===== src/logic/svm_pkg.sv =====
// package: register map, field positions and timing for the supply monitor
`default_nettype none
package svm_pkg;
  localparam int unsigned ADDR_W = 4;
  localparam logic [ADDR_W-1:0] CTRL_OFS = 4'h4;
  localparam logic [ADDR_W-1:0] STAT_OFS = 4'h8;
  localparam logic [ADDR_W-1:0] MASK_OFS = 4'hc;
  localparam int unsigned BELOW_BIT = 7;
  localparam int unsigned RSTALW_BIT = 6;
  localparam int unsigned IRQALW_BIT = 5;
  localparam int unsigned EDGE_BIT = 4;
  localparam int unsigned CODE_LSB = 1;
  localparam int unsigned ON_BIT = 0;
  localparam logic [7:0] CTRL_RESET = 8'h00;
  localparam logic [7:0] CTRL_WMASK = 8'h7f;
  localparam logic [2:0] CODE_MIN_VALID = 3'h3;
  // status bits: 0 falling crossing, 1 rising crossing, 2 reset request
  localparam int unsigned EVT_W = 3;
  localparam logic [EVT_W-1:0] EVT_RESET = 3'h0;
  localparam int unsigned CLK_MHZ = 100;
  localparam int unsigned FILTER_US = 100;
  localparam int unsigned FILTER_CYC = FILTER_US * CLK_MHZ;
endpackage : svm_pkg
`default_nettype wire


===== src/logic/svm_ctrl.sv =====
// supply voltage monitor control with wishbone slave and event status
//
// Design decisions made here: the Wishbone slave port and the address map.
`default_nettype none
module svm_ctrl #(
  parameter int unsigned FILTER_CYCLES = svm_pkg::FILTER_CYC
) (
  // clock and reset
  input  wire logic                clk_i,
  input  wire logic                rst_i,
  input  wire logic                ce_i,
  // wishbone slave
  input  wire logic                cyc_i,
  input  wire logic                stb_i,
  input  wire logic                we_i,
  input  wire logic [svm_pkg::ADDR_W-1:0] adr_i,
  input  wire logic [3:0]          sel_i,
  input  wire logic [31:0]         dat_i,
  output logic      [31:0]         dat_o,
  output logic                     ack_o,
  // comparator side
  input  wire logic                below_i,
  output logic      [2:0]          threshold_code_o,
  output logic                     detector_en_o,
  // system side
  output logic                     reset_req_o,
  output logic                     undervoltage_irq_o,
  output logic                     irq_o
);
  import svm_pkg::*;

  localparam int unsigned CNT_W = $clog2(FILTER_CYCLES + 1);

  // ----------------------------------------------------------------
  // functions
  // ----------------------------------------------------------------
  function automatic logic code_valid(input logic [2:0] code);
    code_valid = (code >= CODE_MIN_VALID);
  endfunction : code_valid

  function automatic logic [31:0] lane_merge(input logic [31:0] old_v,
                                             input logic [31:0] new_v,
                                             input logic [3:0]  sel);
    logic [31:0] r;
    r = old_v;
    for (int i = 0; i < 4; i++) begin
      if (sel[i]) begin
        r[8*i +: 8] = new_v[8*i +: 8];
      end
    end
    lane_merge = r;
  endfunction : lane_merge

  // ----------------------------------------------------------------
  // state
  // ----------------------------------------------------------------
  logic [6:0]       ctrl;
  logic [6:0]       next_ctrl;
  logic [EVT_W-1:0] status;
  logic [EVT_W-1:0] next_status;
  logic [EVT_W-1:0] mask;
  logic [EVT_W-1:0] next_mask;
  logic             level;
  logic             next_level;
  logic [CNT_W-1:0] cnt;
  logic [CNT_W-1:0] next_cnt;
  logic             nmi;
  logic             next_nmi;
  logic             rreq;
  logic             next_rreq;
  logic [31:0]      rdata;
  logic [31:0]      next_rdata;
  logic             ack;
  logic             next_ack;

  logic             active;
  logic             fall_evt;
  logic             rise_evt;
  logic             irq_route;
  logic             wr_stb;
  logic [31:0]      ctrl_word;

  // ----------------------------------------------------------------
  // bus decode
  // ----------------------------------------------------------------
  assign wr_stb = cyc_i && stb_i && we_i && !ack;
  assign ctrl_word = {24'h000000, level, ctrl};

  always_comb begin
    next_ack = cyc_i && stb_i && !ack;
    next_rdata = rdata;
    if (cyc_i && stb_i && !ack && !we_i) begin
      unique case (adr_i)
        CTRL_OFS: next_rdata = ctrl_word;
        STAT_OFS: next_rdata = {{(32-EVT_W){1'b0}}, status};
        MASK_OFS: next_rdata = {{(32-EVT_W){1'b0}}, mask};
        default:  next_rdata = 32'h00000000;
      endcase
    end
  end

  always_ff @(posedge clk_i) begin
    if (rst_i) begin
      rdata <= 32'h00000000;
      ack   <= 1'b0;
    end else if (ce_i) begin
      rdata <= next_rdata;
      ack   <= next_ack;
    end
  end

  // ----------------------------------------------------------------
  // control and mask registers
  // ----------------------------------------------------------------
  always_comb begin
    logic [31:0] m;
    m = 32'h00000000;
    next_ctrl = ctrl;
    next_mask = mask;
    if (wr_stb && adr_i == CTRL_OFS) begin
      m = lane_merge(ctrl_word, dat_i, sel_i);
      next_ctrl = m[6:0] & CTRL_WMASK[6:0];
    end
    if (wr_stb && adr_i == MASK_OFS) begin
      m = lane_merge({{(32-EVT_W){1'b0}}, mask}, dat_i, sel_i);
      next_mask = m[EVT_W-1:0];
    end
  end

  always_ff @(posedge clk_i) begin
    if (rst_i) begin
      ctrl <= CTRL_RESET[6:0];
      mask <= EVT_RESET;
    end else if (ce_i) begin
      ctrl <= next_ctrl;
      mask <= next_mask;
    end
  end

  // ----------------------------------------------------------------
  // comparator filter and routing
  // ----------------------------------------------------------------
  assign active = ctrl[ON_BIT] && code_valid(ctrl[3:1]);
  assign irq_route = !ctrl[RSTALW_BIT] && ctrl[IRQALW_BIT];

  always_comb begin
    next_level = level;
    next_cnt = '0;
    if (!active) begin
      next_level = 1'b0;
    end else if (below_i != level) begin
      if (cnt >= CNT_W'(FILTER_CYCLES - 1)) begin
        next_level = below_i;
      end else begin
        next_cnt = cnt + CNT_W'(1);
      end
    end
  end

  assign fall_evt = active && !level && next_level;
  assign rise_evt = active && level && !next_level;

  always_comb begin
    next_nmi = 1'b0;
    next_rreq = active && ctrl[RSTALW_BIT] && next_level;
    if (irq_route) begin
      next_nmi = fall_evt || (ctrl[EDGE_BIT] && rise_evt);
    end
  end

  always_ff @(posedge clk_i) begin
    if (rst_i) begin
      level <= 1'b0;
      cnt   <= '0;
      nmi   <= 1'b0;
      rreq  <= 1'b0;
    end else if (ce_i) begin
      level <= next_level;
      cnt   <= next_cnt;
      nmi   <= next_nmi;
      rreq  <= next_rreq;
    end
  end

  // ----------------------------------------------------------------
  // sticky status, set wins over clear
  // ----------------------------------------------------------------
  always_comb begin
    logic [EVT_W-1:0] clr;
    clr = '0;
    if (wr_stb && adr_i == STAT_OFS && sel_i[0]) begin
      clr = dat_i[EVT_W-1:0];
    end
    next_status = (status & ~clr)
                | {next_rreq && !rreq, next_nmi && rise_evt,
                   next_nmi && fall_evt};
  end

  always_ff @(posedge clk_i) begin
    if (rst_i) begin
      status <= EVT_RESET;
    end else if (ce_i) begin
      status <= next_status;
    end
  end

  assign dat_o = rdata;
  assign ack_o = ack;
  assign threshold_code_o = ctrl[3:1];
  assign detector_en_o = active;
  assign reset_req_o = rreq;
  assign undervoltage_irq_o = nmi;
  assign irq_o = |(status & mask);

  // ----------------------------------------------------------------
  // assertions
  // ----------------------------------------------------------------
  flag_tracks_level_a: assert property (@(posedge clk_i)
    disable iff (rst_i)
    ack && ($past(adr_i) == CTRL_OFS) && !$past(we_i) && $past(ce_i)
      |-> dat_o[7] == $past(level))
    else $error("level flag read mismatch");

  off_no_output_a: assert property (@(posedge clk_i)
    disable iff (rst_i)
    $past(!active) && $past(ce_i) |-> !reset_req_o && !undervoltage_irq_o)
    else $error("output while detector off");

  level_off_a: assert property (@(posedge clk_i)
    disable iff (rst_i)
    $past(!active) && $past(ce_i) |-> !level)
    else $error("level flag set while detector off");

  code_passed_a: assert property (@(posedge clk_i)
    disable iff (rst_i)
    $past(ce_i) && $past(wr_stb) && ($past(adr_i) == CTRL_OFS)
      && $past(sel_i[0]) && !$past(rst_i)
      |-> threshold_code_o == $past(dat_i[3:1]))
    else $error("threshold code mismatch");

  ctrl_write_a: assert property (@(posedge clk_i)
    disable iff (rst_i)
    $past(ce_i) && $past(wr_stb) && ($past(adr_i) == CTRL_OFS)
      && $past(sel_i[0]) && !$past(rst_i) |-> ctrl == $past(dat_i[6:0]))
    else $error("control write mismatch");

  reset_follows_a: assert property (@(posedge clk_i)
    disable iff (rst_i)
    ce_i && active && ctrl[RSTALW_BIT] && next_level |=> reset_req_o)
    else $error("reset request missing");

  reset_drop_a: assert property (@(posedge clk_i)
    disable iff (rst_i)
    ce_i && !next_level |=> !reset_req_o)
    else $error("reset request without low supply");

  stat_reset_a: assert property (@(posedge clk_i)
    disable iff (rst_i)
    ce_i && next_rreq && !rreq |=> status[2])
    else $error("reset event not recorded");

  fall_irq_a: assert property (@(posedge clk_i)
    disable iff (rst_i)
    ce_i && fall_evt && irq_route |=> undervoltage_irq_o)
    else $error("falling crossing irq missing");

  stat_fall_a: assert property (@(posedge clk_i)
    disable iff (rst_i)
    ce_i && fall_evt && irq_route |=> status[0])
    else $error("falling event not recorded");

  irq_blocked_a: assert property (@(posedge clk_i)
    disable iff (rst_i)
    $past(ctrl[RSTALW_BIT]) && $past(ce_i) |-> !undervoltage_irq_o)
    else $error("irq while reset routed");

  rise_irq_a: assert property (@(posedge clk_i)
    disable iff (rst_i)
    ce_i && rise_evt && irq_route && !ctrl[EDGE_BIT] |=> !undervoltage_irq_o)
    else $error("rise irq with falling-only");

  both_irq_a: assert property (@(posedge clk_i)
    disable iff (rst_i)
    ce_i && (rise_evt || fall_evt) && irq_route && ctrl[EDGE_BIT]
      |=> undervoltage_irq_o)
    else $error("missing crossing irq");

  stat_rise_a: assert property (@(posedge clk_i)
    disable iff (rst_i)
    ce_i && rise_evt && irq_route && ctrl[EDGE_BIT] |=> status[1])
    else $error("rising event not recorded");

  filter_hold_a: assert property (@(posedge clk_i)
    disable iff (rst_i)
    ce_i && active && (below_i != level) && cnt < CNT_W'(FILTER_CYCLES - 1)
      |=> level == $past(level))
    else $error("level changed before filter time");

  filter_fire_a: assert property (@(posedge clk_i)
    disable iff (rst_i)
    ce_i && active && (below_i != level) && cnt >= CNT_W'(FILTER_CYCLES - 1)
      |=> level == $past(below_i))
    else $error("level not taken after filter time");

  upper_zero_a: assert property (@(posedge clk_i)
    disable iff (rst_i)
    ack && $past(adr_i) == CTRL_OFS |-> dat_o[31:8] == 24'h000000)
    else $error("upper bits not zero");

  reset_clear_a: assert property (@(posedge clk_i)
    $past(rst_i) |-> ctrl == 7'h00 && !reset_req_o && !irq_o)
    else $error("control not cleared");

  // ----------------------------------------------------------------
  // covers
  // ----------------------------------------------------------------
  fall_irq_c: cover property (@(posedge clk_i) disable iff (rst_i)
    undervoltage_irq_o && level);
  rise_irq_c: cover property (@(posedge clk_i) disable iff (rst_i)
    undervoltage_irq_o && !level);
  reset_req_c: cover property (@(posedge clk_i) disable iff (rst_i)
    reset_req_o);
  masked_irq_c: cover property (@(posedge clk_i) disable iff (rst_i) irq_o);
  masked_nmi_c: cover property (@(posedge clk_i) disable iff (rst_i)
    undervoltage_irq_o && (mask == '0));
endmodule : svm_ctrl
`default_nettype wire


===== config.mk =====
export PLATFORM = sky130hd
export DESIGN_NAME = svm_ctrl
export DESIGN_NICKNAME = d
export VERILOG_FILES = /design/src/logic/svm_pkg.sv /design/src/logic/svm_ctrl.sv
export SDC_FILE = /design/constraint.sdc
export NUM_CORES = 1
export LEC_CHECK = 0
export BUFFER_PORTS_ARGS = -buffer_cell sky130_fd_sc_hd__buf_2
export CORE_MARGIN = 2
export CORE_UTILIZATION = 52
export DETAILED_ROUTE_END_ITERATION = 16
export PLACE_DENSITY = 0.86
export SLEW_MARGIN = 20
export SYNTH_ARGS = -nofsm -noshare
export SYNTH_HDL_FRONTEND = slang
export SYNTH_SLANG_ARGS = --single-unit

===== constraint.sdc =====
create_clock -name clk_i -period 5.02 [get_ports clk_i]
set_input_delay 0.251 -clock clk_i [delete_from_list [all_inputs] [get_ports clk_i]]
set_output_delay 0.251 -clock clk_i [all_outputs]
set_load 0.02 [all_outputs]

==> impl_metrics.env, run 1 <==
export IMPL_status="finished, final reports clean"
export IMPL_nets=330
export IMPL_vdd_drop_max_mv=0.190
export IMPL_hpwl_um=3100
export IMPL_antenna_found_initial=0
export IMPL_drtIter0Drc=92
export IMPL_initial_core_util_pct=53.4
export IMPL_viasPerCell=5.40
export IMPL_syn_avg_cell_area_sq_um=8.32
export IMPL_async_reset_ff_share_pct=0
export IMPL_cp_start_kind="flip-flop"
export IMPL_via_count=1798
export IMPL_nFillCells=344
export IMPL_setup_violations=0
export IMPL_fin_area_sq_um=2290
export IMPL_worstPathRequired_ns=5.21
export IMPL_cts_tree="yes"
export IMPL_stdcell_count=333
export IMPL_yosysUniqueCellTypes=45
export IMPL_avgRoutedWirePerCell_um=12.6
export IMPL_area_delta_synth_final_pct=8.62
export IMPL_cp_max_fo=7
export IMPL_placed_cell_area_sq_um=2190
export IMPL_fmax_ghz=0.455
export IMPL_dp_cells=325
export IMPL_power_frac_seq_pct=52.6
export IMPL_die_x_um=67.6
export IMPL_yosysSeqAreaShare_pct=37.1
export IMPL_p_int_mw=0.445
export IMPL_crit_chain="ha_1 -> nand3_1 -> and3_1 -> a21oi_1 -> mux2_2 -> a32o_1"
export IMPL_clk_latency_ns=0.30
export IMPL_h_tree_depth=2
export IMPL_synthTopCellsByCount="dfxtp_1 (39), nand2_1 (30), buf_4 (28)"
export IMPL_cts_buffer_depth=2
export IMPL_pin_count=87
export IMPL_p_comb_share_pct=7.6
export IMPL_ant_nets=0
export IMPL_grt_remaining_overflow=0
export IMPL_syn_instance_count=253
export IMPL_synth_enable_flop_cells=0
export IMPL_synthesis_area_sq_um=2110
export IMPL_place_port_buffers=34
export IMPL_cpMaxStageDelayCell="dfxtp_1"
export IMPL_hold_worst_slack_ns=0.182
export IMPL_min_path_type="in -> reg"
export IMPL_yosysTopAreaCell="dfxtp_1"
export IMPL_finalMaxSlewViolations=0
export IMPL_synth_area_leaders="dfxtp_1 (37%), buf_4 (10%), mux2i_1 (5.7%)"
export IMPL_drcViolationCount=0
export IMPL_pwr_share_clk_pct=39.8
export IMPL_ys_flop_type="dfxtp_1"
export IMPL_min_period_over_period_pct=43.8
export IMPL_synth_top_area_share_pct=37.1
export IMPL_cap_viol_max_count=0
export IMPL_worst_path_buf_inv=0
export IMPL_grt_pass1_vias=1544
export IMPL_crit_path_end_kind="flip-flop"
export IMPL_cts_resized=0
export IMPL_die_area_sq_um=4570
export IMPL_switching_share_pct=24.4
export IMPL_max_slew_margin_pct=45.5
export IMPL_grt_usage_pct=20.0
export IMPL_finalSetupTns_ns=0
export IMPL_tightest_slew_ns=0.815
export IMPL_cts_hold_buffers_added=0
export IMPL_drt_first_pass_iters=4
export IMPL_ys_warn_count=0
export IMPL_critPathKind="reg -> reg"
export IMPL_critPathArrivalTime_ns=2.39
export IMPL_cts_made_buffers=5
export IMPL_wl_um=4210
export IMPL_cp_slowest_stage_delay_ns=0.43
export IMPL_die_y_um=67.6
export IMPL_grt_max_degree=36
export IMPL_ys_ff_latch=39
export IMPL_finalWeightedCongestion=0.844
export IMPL_cts_sinks=39
export IMPL_core_sq_um=3940
export IMPL_grt_pass1_wl_um=6760
export IMPL_finalHoldViolCount=0
export IMPL_path_clk_slew_ns=0.07
export IMPL_postCtsSetupBuffers=0
export IMPL_ctsRootBufferMaster="clkbuf_8"
export IMPL_fin_skew_ns=0.00578
export IMPL_drive_gt1_share_pct=17.7
export IMPL_rsz0062_at_grt="no"
export IMPL_powerDensity_nw_per_um2=257
export IMPL_synth_most_common_cell="dfxtp_1"
export IMPL_antenna_cells=0
export IMPL_p_sw_mw=0.144
export IMPL_cp_top_family="compound AO/OA/AOI/OAI gates"
export IMPL_rows=23
export IMPL_fin_crit_ns=2.20
export IMPL_p_leak_nw=0.906
-- stage by stage --
stage	util [%]	total power, mW	worst slack (ns)
after floorplan	-	0.363	3.08
after global placement	55.5	0.361	2.88
after detailed placement	55.5	0.361	2.84
after CTS	58.0	0.593	2.84
after global routing	58.0	0.609	2.68
final	58.0	0.589	2.82
-- kinds of logic (layout without fill, tap and decap cells) --
kind of cell	after synthesis	in the layout	synth area share, %
compound gates	53	53	15.6
xor+xnor	3	3	1.25
fa+ha+maj	1	1	0.594
buf+inv	40	47	12.4
flops	39	39	37.1
mux	13	13	6.24
other cells	1	24	0.178
simple gates	103	103	26.7
-- cells in the final DEF (no fill, tap or decap), drive strengths merged, types with 5 or more instances in the layout --
cell / netlist / layout
buf: 32 / 35
a21oi: 20 / 20
nand4: 8 / 8
o21ai: 10 / 10
a31oi: 9 / 9
dfxtp: 39 / 39
conb: 1 / 24
mux2i: 12 / 12
nand3: 10 / 10
nor2: 24 / 24
clkbuf: 4 / 8
nor2b: 5 / 5
nand2: 30 / 30
-- power groups by stage --
stage                     clock network (mW)  registers, mW  logic [mW]
after global placement                     0          0.317      0.0438
final                                  0.235          0.310      0.0445
after detailed placement                   0          0.317      0.0440
after floorplan                            0          0.317      0.0459
after CTS                              0.239          0.310      0.0441
after global routing                   0.250          0.310      0.0491
-- state kept, by name (all words and copies together) (netlist names) --
| signal | cells |
|---|---|
| cnt | 14 |
| dat_o | 8 |
| ctrl | 7 |
| ack_o | 1 |
| reset_req_o | 1 |
| mask | 3 |
| status | 3 |
| undervoltage_irq_o | 1 |
| level | 1 |
-- layer usage --
metal / part of all wire [%] / up-vias / track usage [%]
li1: - / 915 / -
met1: 46 / 825 / 25.3
met2: 46 / 50 / 31.1
met3: 5.7 / 8 / 4.67
met4: 2.1 / 0 / 11.5
met5: 0 / - / 0
-- worst paths after layout --
kind	start	end	slack, ns	cells after the start
max	cnt[0]	reset_req_o	2.82	6
min	dat_i[3]	ctrl[3]	0.18	3
max reg2reg	cnt[0]	reset_req_o	2.82	6
min reg2reg	dat_o[5]	dat_o[5]	0.46	2
-- tightest hold or removal path: stages --
cell	delay, ns
buf_2	0.07
mux2i_1	0.05
nor2_1	0.07
-- cell type report --
cell class	instances	area (sq um)	area share, %
Timing Repair Buffer	35	178	7.77
Tap cell	50	62.6	2.74
Inverter	4	15.0	0.656
Sequential cell	39	781	34.1
Clock buffer	8	100	4.38
Multi-Input combinational cell	197	1150	50.3
(Power assumes the default switching activity.)
==> run 2: changes to the inputs <==
--- a/config.mk
+++ b/config.mk
@@ -7,9 +7,9 @@
 export LEC_CHECK = 0
 export BUFFER_PORTS_ARGS = -buffer_cell sky130_fd_sc_hd__buf_2
 export CORE_MARGIN = 2
-export CORE_UTILIZATION = 52
+export CORE_UTILIZATION = 48
 export DETAILED_ROUTE_END_ITERATION = 16
-export PLACE_DENSITY = 0.86
+export PLACE_DENSITY = 0.8
 export SLEW_MARGIN = 20
 export SYNTH_ARGS = -nofsm -noshare
 export SYNTH_HDL_FRONTEND = slang
==> constraint.sdc (replaced) <==
create_clock -name clk_i -period 2.2 [get_ports clk_i]
set_input_delay 0.11 -clock clk_i [delete_from_list [all_inputs] [get_ports clk_i]]
set_output_delay 0.11 -clock clk_i [all_outputs]
set_load 0.02 [all_outputs]
==> run 2 against run 1 <==
  * Clock-buffer cell count down 3
  * Via count up 3.8%
  * Hold slack worse by 0.13 ns
  * Clock skew up 0.0032 ns
  * Sequential share of layout area down 0.48 points
  * Flip-flop and latch count unchanged
  * Sequential power up 130%
  * Design area up 1.4%
  * Global-route usage down 1.0 points
  * Core utilization down 4.0 points
  * Cell count up 2.1%
  * Critical endpoint unchanged
  * Largest power group unchanged
==> impl_metrics.env, run 2 (synthesized netlist as in run 1, its figures left out) <==
export IMPL_die_x_um=70.2
export IMPL_cp_start_kind="flip-flop"
export IMPL_nets=335
export IMPL_cts_hold_buffers_added=0
export IMPL_area_delta_synth_final_pct=10.2
export IMPL_rsz0062_at_grt="no"
export IMPL_cts_resized=0
export IMPL_grt_pass1_wl_um=7580
export IMPL_finalWeightedCongestion=0.784
export IMPL_final_common_cell="dfxtp_1"
export IMPL_p_leak_nw=0.922
export IMPL_tightest_slew_ns=0.514
export IMPL_drtIter0Drc=162
export IMPL_drive_gt1_share_pct=19.4
export IMPL_cts_buffer_depth=2
export IMPL_initial_core_util_pct=49.0
export IMPL_rows=24
export IMPL_fin_area_sq_um=2320
export IMPL_fin_skew_ns=0.00901
export IMPL_max_slew_margin_pct=65.4
export IMPL_h_tree_depth=2
export IMPL_cts_tree="yes"
export IMPL_worstPathRequired_ns=2.40
export IMPL_final_cell_mix="dfxtp_1 (39), buf_2 (34), nand2_1 (30), nor2_1 (24), conb_1 (24)"
export IMPL_postCtsSetupBuffers=0
export IMPL_avgRoutedWirePerCell_um=13.0
export IMPL_min_period_over_period_pct=84.6
export IMPL_path_clk_slew_ns=0.08
export IMPL_p_total_mw=1.31
export IMPL_core_sq_um=4290
export IMPL_finalHoldViolCount=0
export IMPL_grt_remaining_overflow=0
export IMPL_antenna_found_initial=0
export IMPL_cap_viol_max_count=0
export IMPL_regToRegSetupSlack_ns=0.34
export IMPL_vdd_drop_max_mv=0.267
export IMPL_status="finished, final reports clean"
export IMPL_die_y_um=70.2
export IMPL_wl_um=4410
export IMPL_dpl_worst_slack_ns=0.368
export IMPL_fmax_ghz=0.537
export IMPL_largest_register_ffs=14
export IMPL_setup_violations=0
export IMPL_antenna_cells=0
export IMPL_min_path_type="in -> reg"
export IMPL_fin_ws_ns=0.338
export IMPL_die_area_sq_um=4930
export IMPL_drt_first_pass_iters=4
export IMPL_hpwl_um=3270
export IMPL_fin_crit_ns=1.86
export IMPL_finalMaxSlewViolations=0
export IMPL_ctsRootBufferMaster="clkbuf_8"
export IMPL_placed_cell_area_sq_um=2230
export IMPL_finalSetupTns_ns=0
export IMPL_grt_usage_pct=19.0
export IMPL_place_port_buffers=34
export IMPL_grt_pass1_vias=1689
export IMPL_grt_max_degree=35
export IMPL_regMostFlops="cnt"
export IMPL_cp_max_fo=6
export IMPL_cts_sinks=39
export IMPL_via_count=1866
export IMPL_ant_nets=0
export IMPL_cts_made_buffers=5
export IMPL_viasPerCell=5.49
export IMPL_crit_path_end_kind="flip-flop"
export IMPL_powerDensity_nw_per_um2=565
export IMPL_drcViolationCount=0
export IMPL_pin_count=87
export IMPL_critPathArrivalTime_ns=2.06
export IMPL_clk_latency_ns=0.30
export IMPL_critPathKind="reg -> reg"
## run 2: cell count changes in the layout (fill, tap and decap cells not counted), sizes merged
cell / before / now
clkbuf: 8 / 5
clkinvlp: 0 / 2
buf: 35 / 40
inv: 4 / 5
## run 2: power by group
group	internal (mW)	switching [mW]
registers	0.706	0.000667
clock network	0.226	0.273
logic	0.0241	0.0798
## run 2: cell type report
| type | instances | area [sq um] |
|---|---|---|
| Clock buffer | 5 | 68.8 |
| Multi-Input combinational cell | 197 | 1150 |
| Sequential cell | 39 | 781 |
| Inverter | 4 | 15.0 |
| Tap cell | 52 | 65.1 |
| Fill cell | 400 | 1970 |
| Clock inverter | 3 | 23.8 |
| Timing Repair Buffer | 40 | 215 |
## run 2: metal layers
metal,global-route usage (%),vias up,wire length (um)
met5,0,-,0
met4,8.12,0,95
met3,5.05,10,285
met2,30.2,70,2030
met1,24.3,861,2000
li1,-,925,-
## run 2: through the flow
| stage | util (%) | hold slack (ns) | std cells |
|---|---|---|---|
| after global placement | 51.9 | 0.350 | 332 |
| after detailed placement | 51.9 | 0.355 | 332 |
| after floorplan | - | 0.254 | 276 |
| after global routing | 54.0 | 0.0662 | 340 |
| final | 54.0 | 0.0490 | 340 |
| after CTS | 54.0 | 0.0406 | 340 |
## run 2: critical path, stage by stage (launching register included)
cell and delay, ns:
dfxtp_1 0.41, ha_1 0.20, nand3_1 0.14, and3_1 0.20
a21oi_1 0.19, mux2_2 0.37, a32o_1 0.25
## run 2: worst paths after layout
kind,startpoint,end,cells past startpoint
setup / recovery,cnt[1],reset_req_o,6
hold reg to reg,dat_o[6],dat_o[6],2
hold / removal,dat_i[6],ctrl[6],3
setup reg to reg,cnt[1],reset_req_o,6
==> run 3: changes to the inputs <==
==> constraint.sdc (replaced) <==
create_clock -name clk_i -period 1.9 [get_ports clk_i]
set_input_delay 0.095 -clock clk_i [delete_from_list [all_inputs] [get_ports clk_i]]
set_output_delay 0.095 -clock clk_i [all_outputs]
set_load 0.02 [all_outputs]
==> run 3 against run 2 <==
  * First-iteration DRC count down 9.9%
  * Die area stayed put
  * Clock-buffer cell count up 1
  * Cell count is 3.2% higher
  * Core utilization grew 3.1 points
  * Via count shrank 0.70%
  * Global-route usage grew 0.61 points
  * Highest routed layer unchanged
==> impl_metrics.env, run 3 (synthesized netlist as in run 1, its figures left out) <==
export IMPL_busiest_layer="met2"
export IMPL_critPathKind="reg -> reg"
export IMPL_h_tree_depth=2
export IMPL_cap_viol_max_count=0
export IMPL_vdd_drop_max_mv=0.527
export IMPL_fmax_ghz=0.549
export IMPL_die_x_um=70.2
export IMPL_die_y_um=70.2
export IMPL_nets=346
export IMPL_final_cell_mix="dfxtp_1 (37), buf_2 (34), nand2_1 (30), nor2_1 (24), conb_1 (24)"
export IMPL_viasPerCell=5.28
export IMPL_status="finished, final reports clean"
export IMPL_met3_usage_pct=6.49
export IMPL_hold_worst_slack_ns=0.0297
export IMPL_final_common_cell="dfxtp_1"
export IMPL_clk_latency_ns=0.30
export IMPL_drcViolationCount=0
export IMPL_ant_nets=0
export IMPL_r2r_cells=5
export IMPL_cts_made_buffers=5
export IMPL_cts_tree="yes"
export IMPL_cp_max_fo=6
export IMPL_met2_usage_pct=31.1
export IMPL_whs_path_depth=3
export IMPL_min_period_over_period_pct=95.9
export IMPL_stdcell_count=351
export IMPL_finalWeightedCongestion=0.851
export IMPL_hpwl_um=3510
export IMPL_r2r_end="cnt[9]"
export IMPL_cts_buffer_depth=2
export IMPL_worstHoldEndpoint="ctrl[3]"
export IMPL_fin_crit_ns=1.82
export IMPL_drtIter0Drc=146
export IMPL_setup_violations=0
export IMPL_pin_count=87
export IMPL_grt_pass1_wl_um=7750
export IMPL_p_leak_nw=1.01
export IMPL_min_path_type="in -> reg"
export IMPL_place_port_buffers=34
export IMPL_crit_path_end_kind="flip-flop"
export IMPL_ctsRootBufferMaster="clkbuf_8"
export IMPL_wl_um=4770
export IMPL_max_slew_margin_pct=61.9
export IMPL_regMostFlops="cnt"
export IMPL_placed_cell_area_sq_um=2300
export IMPL_powerDensity_nw_per_um2=681
export IMPL_die_area_sq_um=4930
export IMPL_path_clk_slew_ns=0.08
export IMPL_antenna_found_initial=0
export IMPL_drt_first_pass_iters=4
export IMPL_critPathArrivalTime_ns=2.05
export IMPL_finalMaxSlewViolations=0
export IMPL_min_delay_start="dat_i[3]"
export IMPL_cp_start_kind="flip-flop"
export IMPL_initial_core_util_pct=49.0
export IMPL_finalSetupTns_ns=0
export IMPL_largest_register_ffs=14
export IMPL_grt_usage_pct=19.6
export IMPL_grt_remaining_overflow=0
export IMPL_grtUsageMet1_pct=25.5
export IMPL_cts_sinks=39
export IMPL_tightest_slew_ns=0.567
export IMPL_post_route_util_pct=57.1
export IMPL_fin_area_sq_um=2450
export IMPL_core_sq_um=4290
export IMPL_fin_skew_ns=0.00739
export IMPL_drive_gt1_share_pct=23.4
export IMPL_regToRegSetupSlack_ns=0.08
export IMPL_rows=24
export IMPL_worstPathRequired_ns=2.13
export IMPL_grt_pass1_vias=1736
export IMPL_via_count=1853
export IMPL_avgRoutedWirePerCell_um=13.6
export IMPL_finalHoldViolCount=0
export IMPL_dp_cells=341
export IMPL_antenna_cells=0
export IMPL_grt_max_degree=35
export IMPL_area_delta_synth_final_pct=16.5
export IMPL_timing_rr_start="cnt[7]"
[run 3: timing repair]
| item | CTS | global route |
|---|---|---|
| setup endpoints to repair | 0 | 2 |
| resized for setup | 0 | 6 |
| buffers inserted | 0 | 2 |
| hold buffers | 0 | 0 |
[run 3: how the worst max path moves through the flow]
stage	startpoint	slack, ns	endpoint	depth (start not counted)
after floorplan	cnt[0]	0.06	reset_req_o	6
after global placement	cnt[4]	0.12	cnt[9]	5
after detailed placement	cnt[4]	0.08	cnt[9]	5
after CTS	cnt[4]	0.04	cnt[9]	5
after global routing	cnt[7]	-0.01	cnt[9]	5
final	cnt[7]	0.08	cnt[9]	5
[run 3: routing by layer]
| layer | vias up | routed length [um] |
|---|---|---|
| li1 | 942 | - |
| met1 | 845 | 2230 |
| met2 | 61 | 2230 |
| met3 | 5 | 293 |
| met4 | 0 | 28 |
| met5 | - | 0 |
[run 3: worst max-delay path, cell delays in order, from the launching register on]
cell and delay [ns]:
dfxtp_4 0.37, nor4_4 0.31, nand4_1 0.26, a21boi_4 0.29, or3b_1 0.36, a21oi_1 0.15
[run 3: report_power, final]
| group | switching (mW) | internal (mW) | total [mW] |
|---|---|---|---|
| Combinational | 0.0961 | 0.0304 | 0.126 |
| Sequential | 0.000743 | 0.816 | 0.817 |
| Clock | 0.303 | 0.425 | 0.728 |
[run 3: stage by stage]
step / power, mW / worst slack [ns]
CTS: 1.68 / 0.0401
detailed placement: 0.961 / 0.0787
global route: 1.73 / -0.0141
finish: 1.67 / 0.0781
floorplan: 0.960 / 0.0557
global placement: 0.959 / 0.124
[run 3: final cells by class]
type                    instances  area [sq um]
repair buffers                 51           298
clock buffers                   6          82.6
inverters                       4          15.0
fillers                       404          1840
well taps                      52          65.1
multi-input cells             197          1170
flip-flops and latches         39           786
clock inverters                 2          35.0
